$ cat config.mk
export PLATFORM = sky130hd
export DESIGN_NAME = fre_regs
export DESIGN_NICKNAME = d
export VERILOG_FILES = /design/src/hw/fre_pkg.sv /design/src/hw/fre_regs.sv
export SDC_FILE = /design/constraint.sdc
export NUM_CORES = 1
export LEC_CHECK = 0
export BUFFER_PORTS_ARGS = -buffer_cell sky130_fd_sc_hd__clkbuf_2
export CELL_PAD_IN_SITES_DETAIL_PLACEMENT = 1
export CELL_PAD_IN_SITES_GLOBAL_PLACEMENT = 2
export CORE_AREA = 2 2 106 108
export DETAILED_ROUTE_END_ITERATION = 12
export DIE_AREA = 0 0 108 110
export GPL_TIMING_DRIVEN = 0
export PLACE_DENSITY = 0.87
export SLEW_MARGIN = 20
export SYNTH_ARGS = -nofsm -noshare
export SYNTH_HDL_FRONTEND = slang
export SYNTH_SLANG_ARGS = --single-unit
$ cat constraint.sdc
create_clock -name CLOCK -period 2.4 [get_ports CLOCK]
set_input_delay 0.24 -clock CLOCK [delete_from_list [all_inputs] [get_ports CLOCK]]
set_output_delay 0.24 -clock CLOCK [all_outputs]
set_load 0.01 [all_outputs]
$ cat src/hw/fre_pkg.sv
package fre_pkg;

  // =====================================================================
  // Register map (printed offsets are register indices, byte = 4 * index)
  // =====================================================================
  localparam logic [11:0] FRE_IDX_ERASE_SEL = 12'h042;
  localparam logic [11:0] FRE_IDX_RAM_CTRL  = 12'h047;
  localparam logic [11:0] FRE_ADDR_ERASE_SEL = FRE_IDX_ERASE_SEL << 2;
  localparam logic [11:0] FRE_ADDR_RAM_CTRL  = FRE_IDX_RAM_CTRL << 2;

  // =====================================================================
  // Field layout and reset values
  // =====================================================================
  localparam int          FRE_BIT_EMUL_EN  = 3;
  localparam int          FRE_BIT_AREA_HI  = 2;
  localparam int          FRE_BIT_AREA_LO  = 1;
  localparam logic [7:0]  FRE_ERASE_RST    = 8'h00;
  localparam logic [2:0]  FRE_RAMCTL_RST   = 3'h0;
  localparam logic [7:0]  FRE_RAMCTL_RSVD  = 8'hf1;
  localparam logic [7:0]  FRE_ROM_READ     = 8'hff;

  // =====================================================================
  // Operating modes
  // =====================================================================
  localparam logic [2:0]  FRE_MODE_WR_MIN  = 3'h5;
  localparam logic [2:0]  FRE_MODE_NO_EMUL = 3'h6;

  // =====================================================================
  // RAM window placement
  // =====================================================================
  localparam logic [23:0] FRE_WIN_HOME     = 24'hfff000;
  localparam logic [23:0] FRE_WIN_FLASH    = 24'h000000;
  localparam logic [23:0] FRE_WIN_SIZE     = 24'h000400;

  // =====================================================================
  // Bus responses
  // =====================================================================
  localparam logic [1:0]  FRE_RESP_OKAY    = 2'h0;
  localparam logic [1:0]  FRE_RESP_DECERR  = 2'h3;

  typedef enum logic [1:0] {
    FRE_REG_NONE  = 2'h0,
    FRE_REG_ERASE = 2'h1,
    FRE_REG_RAM   = 2'h3
  } fre_reg_t;

  typedef struct packed {
    logic        emul_on;
    logic [23:0] base;
  } fre_win_t;

endpackage

$ cat src/hw/fre_regs.sv
// Register access over AXI4-Lite was decided locally.
`timescale 1ns/1ns
// Contract
// [RQ1] Eight erase-select bits, reset 0; a 1 selects that flash block for erase.
// [RQ2] Erase select read-only in modes 1-4, writable 5-7; mode 6 writes never set ones.
// [RQ3] Software keeps erase select at all zeros whenever no erase is running.
// [RQ4] Mask-ROM version: both registers read all ones and ignore writes.
// [RQ5] Emulation enable 0: RAM window stays at fff000-fff3ff, area bits ignored.
// [RQ6] Emulation enable 1: window maps to 000000/000400/000800/000c00 by area bits.
// [RQ7] In mode 6 software may write the RAM control bits but never sets them.
// [RQ8] In mode 6 the system holds the flash write enable pin low.
// [RQ9] RAM control bits reset 0, read-only modes 1-4, writable 5-7; reserved read 1.
module fre_regs
  import fre_pkg::*;
(
  input  wire logic              CLOCK,     // 125 MHz system clock
  input  wire logic              RST,       // Synchronous reset, active high
  input  wire logic [2:0]        MODE,      // Operating mode 1..7
  input  wire logic              MASK_ROM,  // High on the mask-ROM version
  input  wire logic [11:0]       AWADDR,    // Write address
  input  wire logic [2:0]        AWPROT,    // Write protection, unused
  input  wire logic              AWVALID,   // Write address valid
  output logic                   AWREADY,   // Write address ready
  input  wire logic [31:0]       WDATA,     // Write data
  input  wire logic [3:0]        WSTRB,     // Write byte strobes
  input  wire logic              WVALID,    // Write data valid
  output logic                   WREADY,    // Write data ready
  output logic [1:0]             BRESP,     // Write response
  output logic                   BVALID,    // Write response valid
  input  wire logic              BREADY,    // Write response ready
  input  wire logic [11:0]       ARADDR,    // Read address
  input  wire logic [2:0]        ARPROT,    // Read protection, unused
  input  wire logic              ARVALID,   // Read address valid
  output logic                   ARREADY,   // Read address ready
  output logic [31:0]            RDATA,     // Read data
  output logic [1:0]             RRESP,     // Read response
  output logic                   RVALID,    // Read data valid
  input  wire logic              RREADY,    // Read data ready
  output logic [7:0]             ERASE_SEL, // Flash blocks selected for erase
  output fre_pkg::fre_win_t      RAM_WIN    // RAM window placement
);

  // =====================================================================
  // Helpers
  // =====================================================================
  function automatic fre_reg_t fre_decode(input logic [11:0] addr);
    if (addr[11:2] == FRE_ADDR_ERASE_SEL[11:2]) begin
      fre_decode = FRE_REG_ERASE;
    end else if (addr[11:2] == FRE_ADDR_RAM_CTRL[11:2]) begin
      fre_decode = FRE_REG_RAM;
    end else begin
      fre_decode = FRE_REG_NONE;
    end
  endfunction

  function automatic logic fre_mode_wr(input logic [2:0] mode);
    fre_mode_wr = (mode >= FRE_MODE_WR_MIN);
  endfunction

  function automatic logic [1:0] fre_resp(input fre_reg_t sel);
    if (sel == FRE_REG_NONE) begin
      fre_resp = FRE_RESP_DECERR;
    end else begin
      fre_resp = FRE_RESP_OKAY;
    end
  endfunction

  function automatic fre_win_t fre_win_place(input logic [2:0] ctl);
    fre_win_t win;
    win.emul_on = ctl[2];
    if (ctl[2]) begin
      win.base = FRE_WIN_FLASH + ({22'h000000, ctl[1:0]} * FRE_WIN_SIZE); // RQ6
    end else begin
      win.base = FRE_WIN_HOME; // RQ5
    end
    fre_win_place = win;
  endfunction

  // Reserved bits read as ones; the three control bits sit at 3..1
  function automatic logic [7:0] fre_ramctl_image(input logic [2:0] ctl);
    fre_ramctl_image = FRE_RAMCTL_RSVD | {4'h0, ctl, 1'b0};
  endfunction

  // =====================================================================
  // State
  // =====================================================================
  logic [7:0]  erase_q;
  logic [2:0]  ramctl_q;
  fre_win_t    win_q;
  logic        awready_q;
  logic        wready_q;
  logic        aw_full_q;
  logic        w_full_q;
  logic [11:0] aw_addr_q;
  logic [7:0]  w_data_q;
  logic        w_lane_q;
  logic        bvalid_q;
  logic [1:0]  bresp_q;
  logic        arready_q;
  logic        rvalid_q;
  logic [31:0] rdata_q;
  logic [1:0]  rresp_q;

  logic        wr_fire;
  fre_reg_t    wr_reg;
  fre_reg_t    rd_reg;
  logic        wr_ok;
  logic [7:0]  rd_byte;

  logic        mode_rw;
  logic        mode_no_emul;
  logic [1:0]  bresp_d;

  // MODE 0 is not a real operating mode and is treated as read-only
  assign mode_rw      = fre_mode_wr(MODE);
  assign mode_no_emul = (MODE == FRE_MODE_NO_EMUL);

  assign wr_fire = aw_full_q && w_full_q && !bvalid_q;
  assign wr_reg  = fre_decode(aw_addr_q);
  assign rd_reg  = fre_decode(ARADDR);
  assign bresp_d = fre_resp(wr_reg);
  // Writes count only with the low lane enabled, outside mask ROM, in 5..7
  assign wr_ok   = wr_fire && w_lane_q && !MASK_ROM && mode_rw; // RQ4 RQ2 RQ9

  // =====================================================================
  // Write channels
  // =====================================================================
  always_ff @(posedge CLOCK) begin
    if (RST) begin
      awready_q <= 1'b0;
      aw_full_q <= 1'b0;
      aw_addr_q <= 12'h000;
    end else begin
      awready_q <= 1'b0;
      if (AWVALID && !awready_q && !aw_full_q && !bvalid_q) begin
        awready_q <= 1'b1;
        aw_full_q <= 1'b1;
        aw_addr_q <= AWADDR;
      end else if (wr_fire) begin
        aw_full_q <= 1'b0;
      end
    end
  end

  always_ff @(posedge CLOCK) begin
    if (RST) begin
      wready_q <= 1'b0;
      w_full_q <= 1'b0;
      w_data_q <= 8'h00;
      w_lane_q <= 1'b0;
    end else begin
      wready_q <= 1'b0;
      if (WVALID && !wready_q && !w_full_q && !bvalid_q) begin
        wready_q <= 1'b1;
        w_full_q <= 1'b1;
        w_data_q <= WDATA[7:0];
        w_lane_q <= WSTRB[0];
      end else if (wr_fire) begin
        w_full_q <= 1'b0;
      end
    end
  end

  always_ff @(posedge CLOCK) begin
    if (RST) begin
      bvalid_q <= 1'b0;
      bresp_q  <= FRE_RESP_OKAY;
    end else if (wr_fire) begin
      bvalid_q <= 1'b1;
      bresp_q  <= bresp_d;
    end else if (bvalid_q && BREADY) begin
      bvalid_q <= 1'b0;
    end
  end

  // =====================================================================
  // Erase block select
  // =====================================================================
  logic [7:0]  erase_d;
  logic        erase_wr;

  assign erase_wr = wr_ok && (wr_reg == FRE_REG_ERASE);

  always_comb begin
    erase_d = erase_q;
    if (erase_wr) begin
      // Mode 6 write can only clear: it is the way out of a stuck selection
      if (mode_no_emul) begin
        erase_d = FRE_ERASE_RST; // RQ2
      end else begin
        erase_d = w_data_q; // RQ1
      end
    end
  end

  always_ff @(posedge CLOCK) begin
    if (RST) begin
      erase_q <= FRE_ERASE_RST; // RQ1
    end else begin
      erase_q <= erase_d;
    end
  end

  // =====================================================================
  // RAM emulation control
  // =====================================================================
  logic [2:0]  ramctl_d;
  logic        ramctl_wr;
  fre_win_t    win_d;

  assign ramctl_wr = wr_ok && (wr_reg == FRE_REG_RAM);

  always_comb begin
    ramctl_d = ramctl_q;
    if (ramctl_wr) begin
      // Mode 6 takes the value as written; keeping it zero is software's job
      ramctl_d = {w_data_q[FRE_BIT_EMUL_EN],
                  w_data_q[FRE_BIT_AREA_HI],
                  w_data_q[FRE_BIT_AREA_LO]}; // RQ9 RQ7
    end
  end

  always_ff @(posedge CLOCK) begin
    if (RST) begin
      ramctl_q <= FRE_RAMCTL_RST; // RQ9
    end else begin
      ramctl_q <= ramctl_d;
    end
  end

  // Window placement is registered so the outputs come from flops
  assign win_d = fre_win_place(ramctl_q); // RQ5 RQ6

  always_ff @(posedge CLOCK) begin
    if (RST) begin
      win_q.emul_on <= 1'b0;
      win_q.base    <= FRE_WIN_HOME;
    end else begin
      win_q <= win_d;
    end
  end

  // =====================================================================
  // Read channel
  // =====================================================================
  logic        rd_take;
  logic [31:0] rdata_d;
  logic [1:0]  rresp_d;

  // A new read is not taken while the previous answer is still up
  assign rd_take = ARVALID && arready_q;
  assign rdata_d = {24'h000000, rd_byte};
  assign rresp_d = fre_resp(rd_reg);

  always_comb begin
    if (MASK_ROM) begin
      rd_byte = FRE_ROM_READ; // RQ4
    end else begin
      case (rd_reg)
        FRE_REG_ERASE: rd_byte = erase_q;
        FRE_REG_RAM:   rd_byte = fre_ramctl_image(ramctl_q); // RQ9
        FRE_REG_NONE:  rd_byte = 8'h00;
        default:       rd_byte = 8'h00;
      endcase
    end
  end

  always_ff @(posedge CLOCK) begin
    if (RST) begin
      arready_q <= 1'b0;
      rvalid_q  <= 1'b0;
      rdata_q   <= 32'h00000000;
      rresp_q   <= FRE_RESP_OKAY;
    end else begin
      arready_q <= 1'b0;
      if (ARVALID && !arready_q && !rvalid_q) begin
        arready_q <= 1'b1;
      end
      if (rd_take) begin
        rvalid_q <= 1'b1;
        rdata_q  <= rdata_d;
        rresp_q  <= rresp_d;
      end else if (rvalid_q && RREADY) begin
        rvalid_q <= 1'b0;
      end
    end
  end

  // =====================================================================
  // Outputs
  // =====================================================================
  assign AWREADY   = awready_q;
  assign WREADY    = wready_q;
  assign BVALID    = bvalid_q;
  assign BRESP     = bresp_q;
  assign ARREADY   = arready_q;
  assign RVALID    = rvalid_q;
  assign RDATA     = rdata_q;
  assign RRESP     = rresp_q;
  assign ERASE_SEL = erase_q;
  assign RAM_WIN   = win_q;

endmodule

==> impl_metrics.prom, run 1 <==
# TYPE chip_impl_metric gauge
chip_impl_metric{name="yosys_warnings",unit=""} 0
chip_impl_metric{name="layout_worst_path_cycle_share",unit=""} 0.843
chip_impl_metric{name="netSwitchingPower",unit="uW"} 455
chip_impl_metric{name="fin_worst_skew",unit="ns"} 0.00927
chip_impl_metric{name="routed_via_count",unit=""} 2080
chip_impl_metric{name="setup_violations",unit=""} 0
chip_impl_metric{name="synth_edf_count",unit=""} 0
chip_impl_metric{name="detailedPlace.worstSlack",unit="ns"} 0.261
chip_impl_metric{name="leakagePower",unit="uW"} 0.00148
chip_impl_metric{name="syn-cell-area",unit="mm2"} 0.00233
chip_impl_info{name="status",value="finished clean"} 1
chip_impl_info{name="cts_tree",value="done"} 1
chip_impl_metric{name="design.die.area",unit="mm2"} 0.0119
chip_impl_metric{name="ctsHtreeMaxLevel",unit=""} 2
chip_impl_metric{name="timing.fmax",unit="GHz"} 0.494
chip_impl_metric{name="power.ir.vdd_worst",unit="mV"} 0.187
chip_impl_metric{name="number_of_placement_rows",unit=""} 38
chip_impl_metric{name="grt_pass1_wl",unit="mm"} 9.50
chip_impl_metric{name="firstDrtPassIters",unit=""} 5
chip_impl_metric{name="drt_wl_total",unit="mm"} 6.08
chip_impl_metric{name="worst_slew_margin_rel",unit=""} 0.351
chip_impl_metric{name="antenna_cells_inserted",unit=""} 0
chip_impl_metric{name="cts.path.max_buffers",unit=""} 2
chip_impl_metric{name="post_cts.resized_instances",unit=""} 0
chip_impl_metric{name="report.final.slew_viol_count",unit=""} 0
chip_impl_metric{name="fin_crit",unit="ns"} 2.02
chip_impl_metric{name="worstSkewPairLatency",unit="ns"} 0.31
chip_impl_metric{name="powerDensity",unit="mW/mm2"} 571
chip_impl_metric{name="max-cap-violations",unit=""} 0
chip_impl_metric{name="final.setup.tns",unit="ns"} 0
chip_impl_metric{name="drive_gt1_frac",unit=""} 0.368
chip_impl_metric{name="drt_iter0_markers",unit=""} 49
chip_impl_info{name="cts_root_buf",value="clkbuf_8"} 1
chip_impl_metric{name="area_delta_synth_final",unit="%"} 34.8
chip_impl_metric{name="synth.avg_cell_area",unit="um2"} 8.67
chip_impl_metric{name="final.fill_count",unit=""} 1309
chip_impl_metric{name="sequentialPowerShare",unit=""} 0.510
chip_impl_metric{name="top_level_pins",unit=""} 151
chip_impl_metric{name="final_critical_path_setup_slack",unit="ns"} 0.378
chip_impl_metric{name="gp_routability_congestion",unit=""} 0.701
chip_impl_metric{name="dp_hpwl",unit="mm"} 5.03
chip_impl_metric{name="slew_at_the_pin_closest_to_its_max_slew_limit",unit="ns"} 0.971
chip_impl_info{name="grt_setup_unrepaired",value="false"} 1
chip_impl_info{name="hold_path_class",value="primary input to register"} 1
chip_impl_metric{name="critical_path.max_fanout",unit=""} 8
chip_impl_metric{name="finalPower",unit="uW"} 1800
chip_impl_metric{name="area.sequential",unit="mm2"} 0.00102
chip_impl_metric{name="multiInputGateArea",unit="mm2"} 0.00103
chip_impl_metric{name="numCtsBuffers",unit=""} 5
chip_impl_metric{name="detail_route.vias_per_cell",unit=""} 3.93
chip_impl_metric{name="comb_power_share",unit=""} 0.139
chip_impl_metric{name="grt_overflow_total",unit=""} 0
chip_impl_metric{name="detail-route-antenna-nets",unit=""} 0
chip_impl_metric{name="pwr-share-clk",unit=""} 0.350
chip_impl_metric{name="synth_seq_cells",unit=""} 51
chip_impl_metric{name="chipWidth",unit="um"} 108
chip_impl_info{name="cp-start-kind",value="register"} 1
chip_impl_metric{name="syn_inst",unit=""} 269
chip_impl_metric{name="drt-wirelength-per-cell",unit="um"} 11.5
chip_impl_metric{name="die_h",unit="um"} 110
chip_impl_metric{name="floorplan.core_area",unit="mm2"} 0.0107
chip_impl_metric{name="final_cell_area",unit="mm2"} 0.00315
chip_impl_metric{name="placement.cell_area",unit="mm2"} 0.00303
chip_impl_info{name="ys.flop_type",value="dfxtp_1"} 1
chip_impl_metric{name="grt_start_max_net_pins",unit=""} 16
chip_impl_info{name="synthTopCellsByArea",value="dfxtp_1, buf_4, nand2_1, a21oi_1, mux2i_1"} 1
chip_impl_metric{name="synth.lib_cells_used.distinct",unit=""} 28
chip_impl_info{name="yosys-top-cells-count",value="nand2_1, dfxtp_1, buf_4, a21oi_1, nand2b_1"} 1
chip_impl_metric{name="post_cts.repair.setup_buffers",unit=""} 0
chip_impl_metric{name="final-hold-violation-count",unit=""} 0
chip_impl_metric{name="post_cts_hold_buffer_count",unit=""} 0
chip_impl_metric{name="clock_sink_count",unit=""} 51
chip_impl_metric{name="synth_largest_type_area_fraction",unit=""} 0.438
chip_impl_metric{name="initial_utilization",unit=""} 0.218
chip_impl_metric{name="synth_async_sr_flop_share",unit=""} 0
chip_impl_metric{name="worstPathRequired",unit="ns"} 2.64
chip_impl_metric{name="first_global_vias",unit=""} 2011
chip_impl_metric{name="share_of_the_yosys_chip_area_belonging_to_registers",unit=""} 0.438
chip_impl_metric{name="io_buffers",unit=""} 79
chip_impl_metric{name="clkSlewWorstSetupHoldPaths",unit="ns"} 0.09
chip_impl_metric{name="critPathArrivalTime",unit="ns"} 2.27
chip_impl_info{name="yosysMostFrequentCell",value="nand2_1"} 1
chip_impl_metric{name="grt_util_all_layers",unit=""} 0.101
chip_impl_info{name="critPathCaptureType",value="register"} 1
chip_impl_info{name="synth_area_leader_cell",value="dfxtp_1"} 1
chip_impl_metric{name="nNetsFinal",unit=""} 465
chip_impl_metric{name="grt_antenna_before_repair",unit=""} 0
chip_impl_metric{name="internal_power",unit="uW"} 1340
chip_impl_metric{name="detail_route.drc_violations",unit=""} 0
chip_impl_metric{name="power_switching_share",unit=""} 0.253
chip_impl_info{name="crit_type",value="register to register"} 1
[power by group through the flow]
stage | logic (uW) | registers (uW) | clock network [uW]
global placement | 244 | 935 | 0
CTS | 252 | 917 | 641
global route | 282 | 923 | 680
finish | 250 | 916 | 629
floorplan | 164 | 936 | 0
detailed placement | 251 | 937 | 0
[path summary, 6_finish.rpt]
kind	startpoint	end	slack, ns	cells past startpoint
setup / recovery	BVALID	ramctl_q[2]	0.38	4
hold / removal	WDATA[0]	w_data_q[0]	0.14	3
setup reg to reg	BVALID	ramctl_q[2]	0.38	4
hold reg to reg	w_data_q[4]	ERASE_SEL[4]	0.46	2
[flip-flops by register name, summed over array words and instances (netlist names)]
name and count:
w_data_q 8, ARREADY 1, aw_full_q 1, BVALID 1
RAM_WIN 4, RVALID 1, ERASE_SEL 8, RRESP 1
BRESP 1, aw_addr_q 10, WREADY 1, w_lane_q 1
w_full_q 1, RDATA 8, ramctl_q 3, AWREADY 1
[worst max-delay path, stage by stage (launching register included)]
cell,delay [ns]
dfxtp_1,0.40
nand3b_4,0.23
or4_4,0.54
nor3_1,0.53
mux2i_1,0.25
[per-stage QoR]
step | std cells | hold slack (ns) | utilization
2_1_floorplan | 302 | 0.337 | -
3_3_place_gp | 521 | 0.441 | 0.283
3_5_place_dp | 521 | 0.448 | 0.283
4_1_cts | 529 | 0.134 | 0.294
5_1_grt | 529 | 0.134 | 0.294
6_report | 529 | 0.137 | 0.294
[area by class of cell]
class | instances | share of cell area
Multi-Input combinational cell | 192 | 0.328
Sequential cell | 51 | 0.325
Timing Repair Buffer | 79 | 0.126
Buffer | 56 | 0.125
Tap cell | 140 | 0.0557
Clock buffer | 6 | 0.0263
Clock inverter | 2 | 0.0111
Inverter | 3 | 0.00358
[cells by family (layout without fill, tap and decap cells)]
logic type             Yosys count  after routing  share of synthesized area
other                            1             34                    0.00161
AO/OA/AOI/OAI                   37             37                     0.0917
AND/OR/NAND/NOR                109            109                      0.245
buffers and inverters           59            146                      0.174
multiplexers                    11             11                     0.0472
XOR/XNOR                         1              1                    0.00375
flip-flops                      51             51                      0.438
[metal layers]
| layer | GRT usage | wire length [um] | vias to the layer above |
|---|---|---|---|
| met1 | 0.110 | 2380 | 971 |
| met2 | 0.190 | 3150 | 56 |
| met5 | 0 | 0 | - |
| li1 | - | - | 1046 |
| met4 | 0.0275 | 75 | 0 |
| met3 | 0.0317 | 484 | 7 |
[cells in the final DEF, fill, tap and decap left out, types with 2 or more instances in the layout]
cell	count
clkbuf_2	79
nand2_1	57
dfxtp_1	51
buf_4	47
conb_1	34
a21oi_1	24
nand2b_1	15
nor2_1	13
mux2i_1	11
a211oi_1	8
clkbuf_1	7
clkbuf_8	6
nor3_1	5
inv_1	3
nor4b_1	3
and2_1	3
a22oi_1	3
nor4b_2	2
or4b_2	2
nor2b_1	2
or4_4	2
or4b_1	2
Power figures use the tool's default switching activity.
==> inputs of run 2 (changes only) <==
--- a/config.mk
+++ b/config.mk
@@ -8,11 +8,11 @@
 export BUFFER_PORTS_ARGS = -buffer_cell sky130_fd_sc_hd__clkbuf_2
 export CELL_PAD_IN_SITES_DETAIL_PLACEMENT = 1
 export CELL_PAD_IN_SITES_GLOBAL_PLACEMENT = 2
-export CORE_AREA = 2 2 106 108
+export CORE_AREA = 2 2 112 114
 export DETAILED_ROUTE_END_ITERATION = 12
-export DIE_AREA = 0 0 108 110
+export DIE_AREA = 0 0 114 116
 export GPL_TIMING_DRIVEN = 0
-export PLACE_DENSITY = 0.87
+export PLACE_DENSITY = 0.82
 export SLEW_MARGIN = 20
 export SYNTH_ARGS = -nofsm -noshare
 export SYNTH_HDL_FRONTEND = slang
==> constraint.sdc (replaced) <==
create_clock -name CLOCK -period 1.7 [get_ports CLOCK]
set_input_delay 0.17 -clock CLOCK [delete_from_list [all_inputs] [get_ports CLOCK]]
set_output_delay 0.17 -clock CLOCK [all_outputs]
set_load 0.01 [all_outputs]
==> run 2 against run 1 <==
The run now ends with setup timing left. Highest routed layer unchanged. Largest power group unchanged. Via count is 0.53% lower. Cell count grew 1.3%. Worst setup slack got worse by 0.48 ns. Clock power is 56% higher. Largest cell class unchanged.
==> impl_metrics.prom, run 2 (synthesis results as in run 1) <==
# TYPE chip_impl_metric gauge
chip_impl_info{name="status",value="finished with violations"} 1
chip_impl_info{name="violations",value="setup timing"} 1
chip_impl_metric{name="power.ir.vdd_worst",unit="mV"} 0.312
chip_impl_metric{name="clock_sink_count",unit=""} 51
chip_impl_metric{name="cts.path.max_buffers",unit=""} 2
chip_impl_metric{name="slew_at_the_pin_closest_to_its_max_slew_limit",unit="ns"} 0.772
chip_impl_metric{name="worstPathRequired",unit="ns"} 1.88
chip_impl_metric{name="chipWidth",unit="um"} 114
chip_impl_metric{name="detail_route.drc_violations",unit=""} 0
chip_impl_metric{name="first_global_vias",unit=""} 2063
chip_impl_metric{name="powerDensity",unit="mW/mm2"} 818
chip_impl_info{name="cts_root_buf",value="clkbuf_16"} 1
chip_impl_metric{name="layout_worst_path_cycle_share",unit=""} 1.06
chip_impl_metric{name="comb_power_share",unit=""} 0.140
chip_impl_metric{name="netSwitchingPower",unit="uW"} 679
chip_impl_info{name="worstReg2RegStart",value="BVALID"} 1
chip_impl_metric{name="clkSlewWorstSetupHoldPaths",unit="ns"} 0.07
chip_impl_metric{name="report.final.slew_viol_count",unit=""} 0
chip_impl_metric{name="antenna_cells_inserted",unit=""} 0
chip_impl_metric{name="floorplan.core_area",unit="mm2"} 0.0119
chip_impl_metric{name="max_ffs_per_register",unit=""} 10
chip_impl_metric{name="cp_slowest_stage_delay",unit="ns"} 0.54
chip_impl_metric{name="sequentialPowerShare",unit=""} 0.490
chip_impl_metric{name="fin_worst_skew",unit="ns"} 0.00811
chip_impl_metric{name="top_level_pins",unit=""} 151
chip_impl_metric{name="die_h",unit="um"} 116
chip_impl_info{name="cts_tree",value="done"} 1
chip_impl_info{name="critical_path.slowest_cell",value="or4_4"} 1
chip_impl_metric{name="drive_gt1_frac",unit=""} 0.386
chip_impl_metric{name="grt_antenna_before_repair",unit=""} 0
chip_impl_metric{name="initial_utilization",unit=""} 0.196
chip_impl_metric{name="numCtsBuffers",unit=""} 5
chip_impl_info{name="holdCritStartpoint",value="WDATA[0]"} 1
chip_impl_info{name="final_common_cell",value="clkbuf_2"} 1
chip_impl_metric{name="internal_power",unit="uW"} 1970
chip_impl_info{name="crit_type",value="register to register"} 1
chip_impl_metric{name="critical_path.max_fanout",unit=""} 8
chip_impl_metric{name="detail-route-antenna-nets",unit=""} 0
chip_impl_metric{name="timing.fmax",unit="GHz"} 0.556
chip_impl_metric{name="power_switching_share",unit=""} 0.257
chip_impl_info{name="path_cells",value="nand3b_4 > or4_4 > or4_4 > mux2i_1"} 1
chip_impl_metric{name="design.die.area",unit="mm2"} 0.0132
chip_impl_metric{name="nNetsFinal",unit=""} 466
chip_impl_metric{name="drt_iter0_markers",unit=""} 79
chip_impl_metric{name="worst_slew_margin_rel",unit=""} 0.483
chip_impl_metric{name="post_cts_hold_buffer_count",unit=""} 0
chip_impl_metric{name="detailedPlace.worstSlack",unit="ns"} -0.353
chip_impl_info{name="critPathCaptureType",value="register"} 1
chip_impl_metric{name="io_buffers",unit=""} 79
chip_impl_metric{name="firstDrtPassIters",unit=""} 4
chip_impl_info{name="grt_setup_unrepaired",value="true"} 1
chip_impl_metric{name="grt_start_max_net_pins",unit=""} 16
chip_impl_info{name="cp-start-kind",value="register"} 1
chip_impl_metric{name="ctsHtreeMaxLevel",unit=""} 2
chip_impl_metric{name="drt_wl_total",unit="mm"} 6.31
chip_impl_metric{name="critPathArrivalTime",unit="ns"} 1.98
chip_impl_metric{name="gp_routability_congestion",unit=""} 0.715
chip_impl_info{name="largest_register",value="aw_addr_q"} 1
chip_impl_metric{name="setup_violations",unit=""} 11
chip_impl_metric{name="fin_crit",unit="ns"} 1.80
chip_impl_metric{name="detail_route.vias_per_cell",unit=""} 3.86
chip_impl_metric{name="number_of_placement_rows",unit=""} 40
chip_impl_metric{name="drt-wirelength-per-cell",unit="um"} 11.8
chip_impl_metric{name="grt_overflow_total",unit=""} 0
chip_impl_metric{name="final_critical_path_setup_slack",unit="ns"} -0.0984
chip_impl_info{name="hold_path_class",value="primary input to register"} 1
chip_impl_info{name="most-common-layout-cells",value="clkbuf_2, nand2_1, buf_4"} 1
chip_impl_info{name="worst_setup_path_startpoint",value="BVALID"} 1
chip_impl_metric{name="post_route_core_utilization",unit=""} 0.272
chip_impl_metric{name="leakagePower",unit="uW"} 0.00151
chip_impl_info{name="critical-path-top-cell-by-count",value="or4_4"} 1
chip_impl_metric{name="area_delta_synth_final",unit="%"} 38.7
chip_impl_metric{name="final-hold-violation-count",unit=""} 0
chip_impl_metric{name="grt_pass1_wl",unit="mm"} 9.96
chip_impl_metric{name="dp_hpwl",unit="mm"} 5.05
chip_impl_metric{name="pwr-share-clk",unit=""} 0.370
chip_impl_metric{name="finalPower",unit="uW"} 2650
chip_impl_metric{name="grt_util_all_layers",unit=""} 0.0962
chip_impl_metric{name="routed_via_count",unit=""} 2069
chip_impl_metric{name="max-cap-violations",unit=""} 0
chip_impl_metric{name="worstSkewPairLatency",unit="ns"} 0.29
run 2: metal layers:
metal / wire length [um] / global-route usage / vias to the layer above
met5: 0 / 0 / -
met4: 94 / 0.0341 / 0
met3: 463 / 0.0282 / 7
met2: 3170 / 0.174 / 62
met1: 2580 / 0.108 / 942
li1: - / - / 1058
run 2: worst max-delay path: cells and delay by family (launching register included):
kind             cells  cell delay [ns]
AND/OR/NAND/NOR      3             1.19
flip-flops           1             0.34
multiplexers         1             0.16
run 2: path summary, 6_finish.rpt:
path         slack, ns  depth (start not counted)            to
max reg2reg       -0.1                          4  ERASE_SEL[2]
max               -0.1                          4  ERASE_SEL[2]
min reg2reg       0.46                          2  ERASE_SEL[5]
min                0.1                          3   w_data_q[0]
run 2: layout make-up:
class                           count  area, um2
Clock inverter                      2       13.8
Buffer                             54        389
Clock buffer                        5        125
Inverter                            3       11.3
Sequential cell                    51       1030
Fill cell                        1472       8670
Timing Repair Buffer               82        418
Multi-Input combinational cell    192       1070
Tap cell                          147        184
run 2: power by group through the flow:
stage,combinational [uW],sequential [uW],clock [uW]
CTS,368,1290,1000
floorplan,232,1320,0
finish,370,1300,980
global placement,347,1320,0
global route,415,1300,1060
detailed placement,355,1320,0
run 2: through the flow:
stage               setup TNS, ns  area (um2)  hold slack [ns]  std cells
finish                     -0.843        3240           0.0976        536
global route                -1.37        3240            0.101        536
CTS                         -1.43        3210           0.0942        536
detailed placement          -5.49        3040            0.405        528
global placement            -4.95        3040            0.402        528
floorplan                   -1.10        2460            0.267        302
run 2: timing repair:
action,4_1_cts,5_1_grt
setup endpoints to repair,17,33
gates cloned,0,0
pin swaps,2,1
buffers inserted,2,1
gates resized for setup,9,5
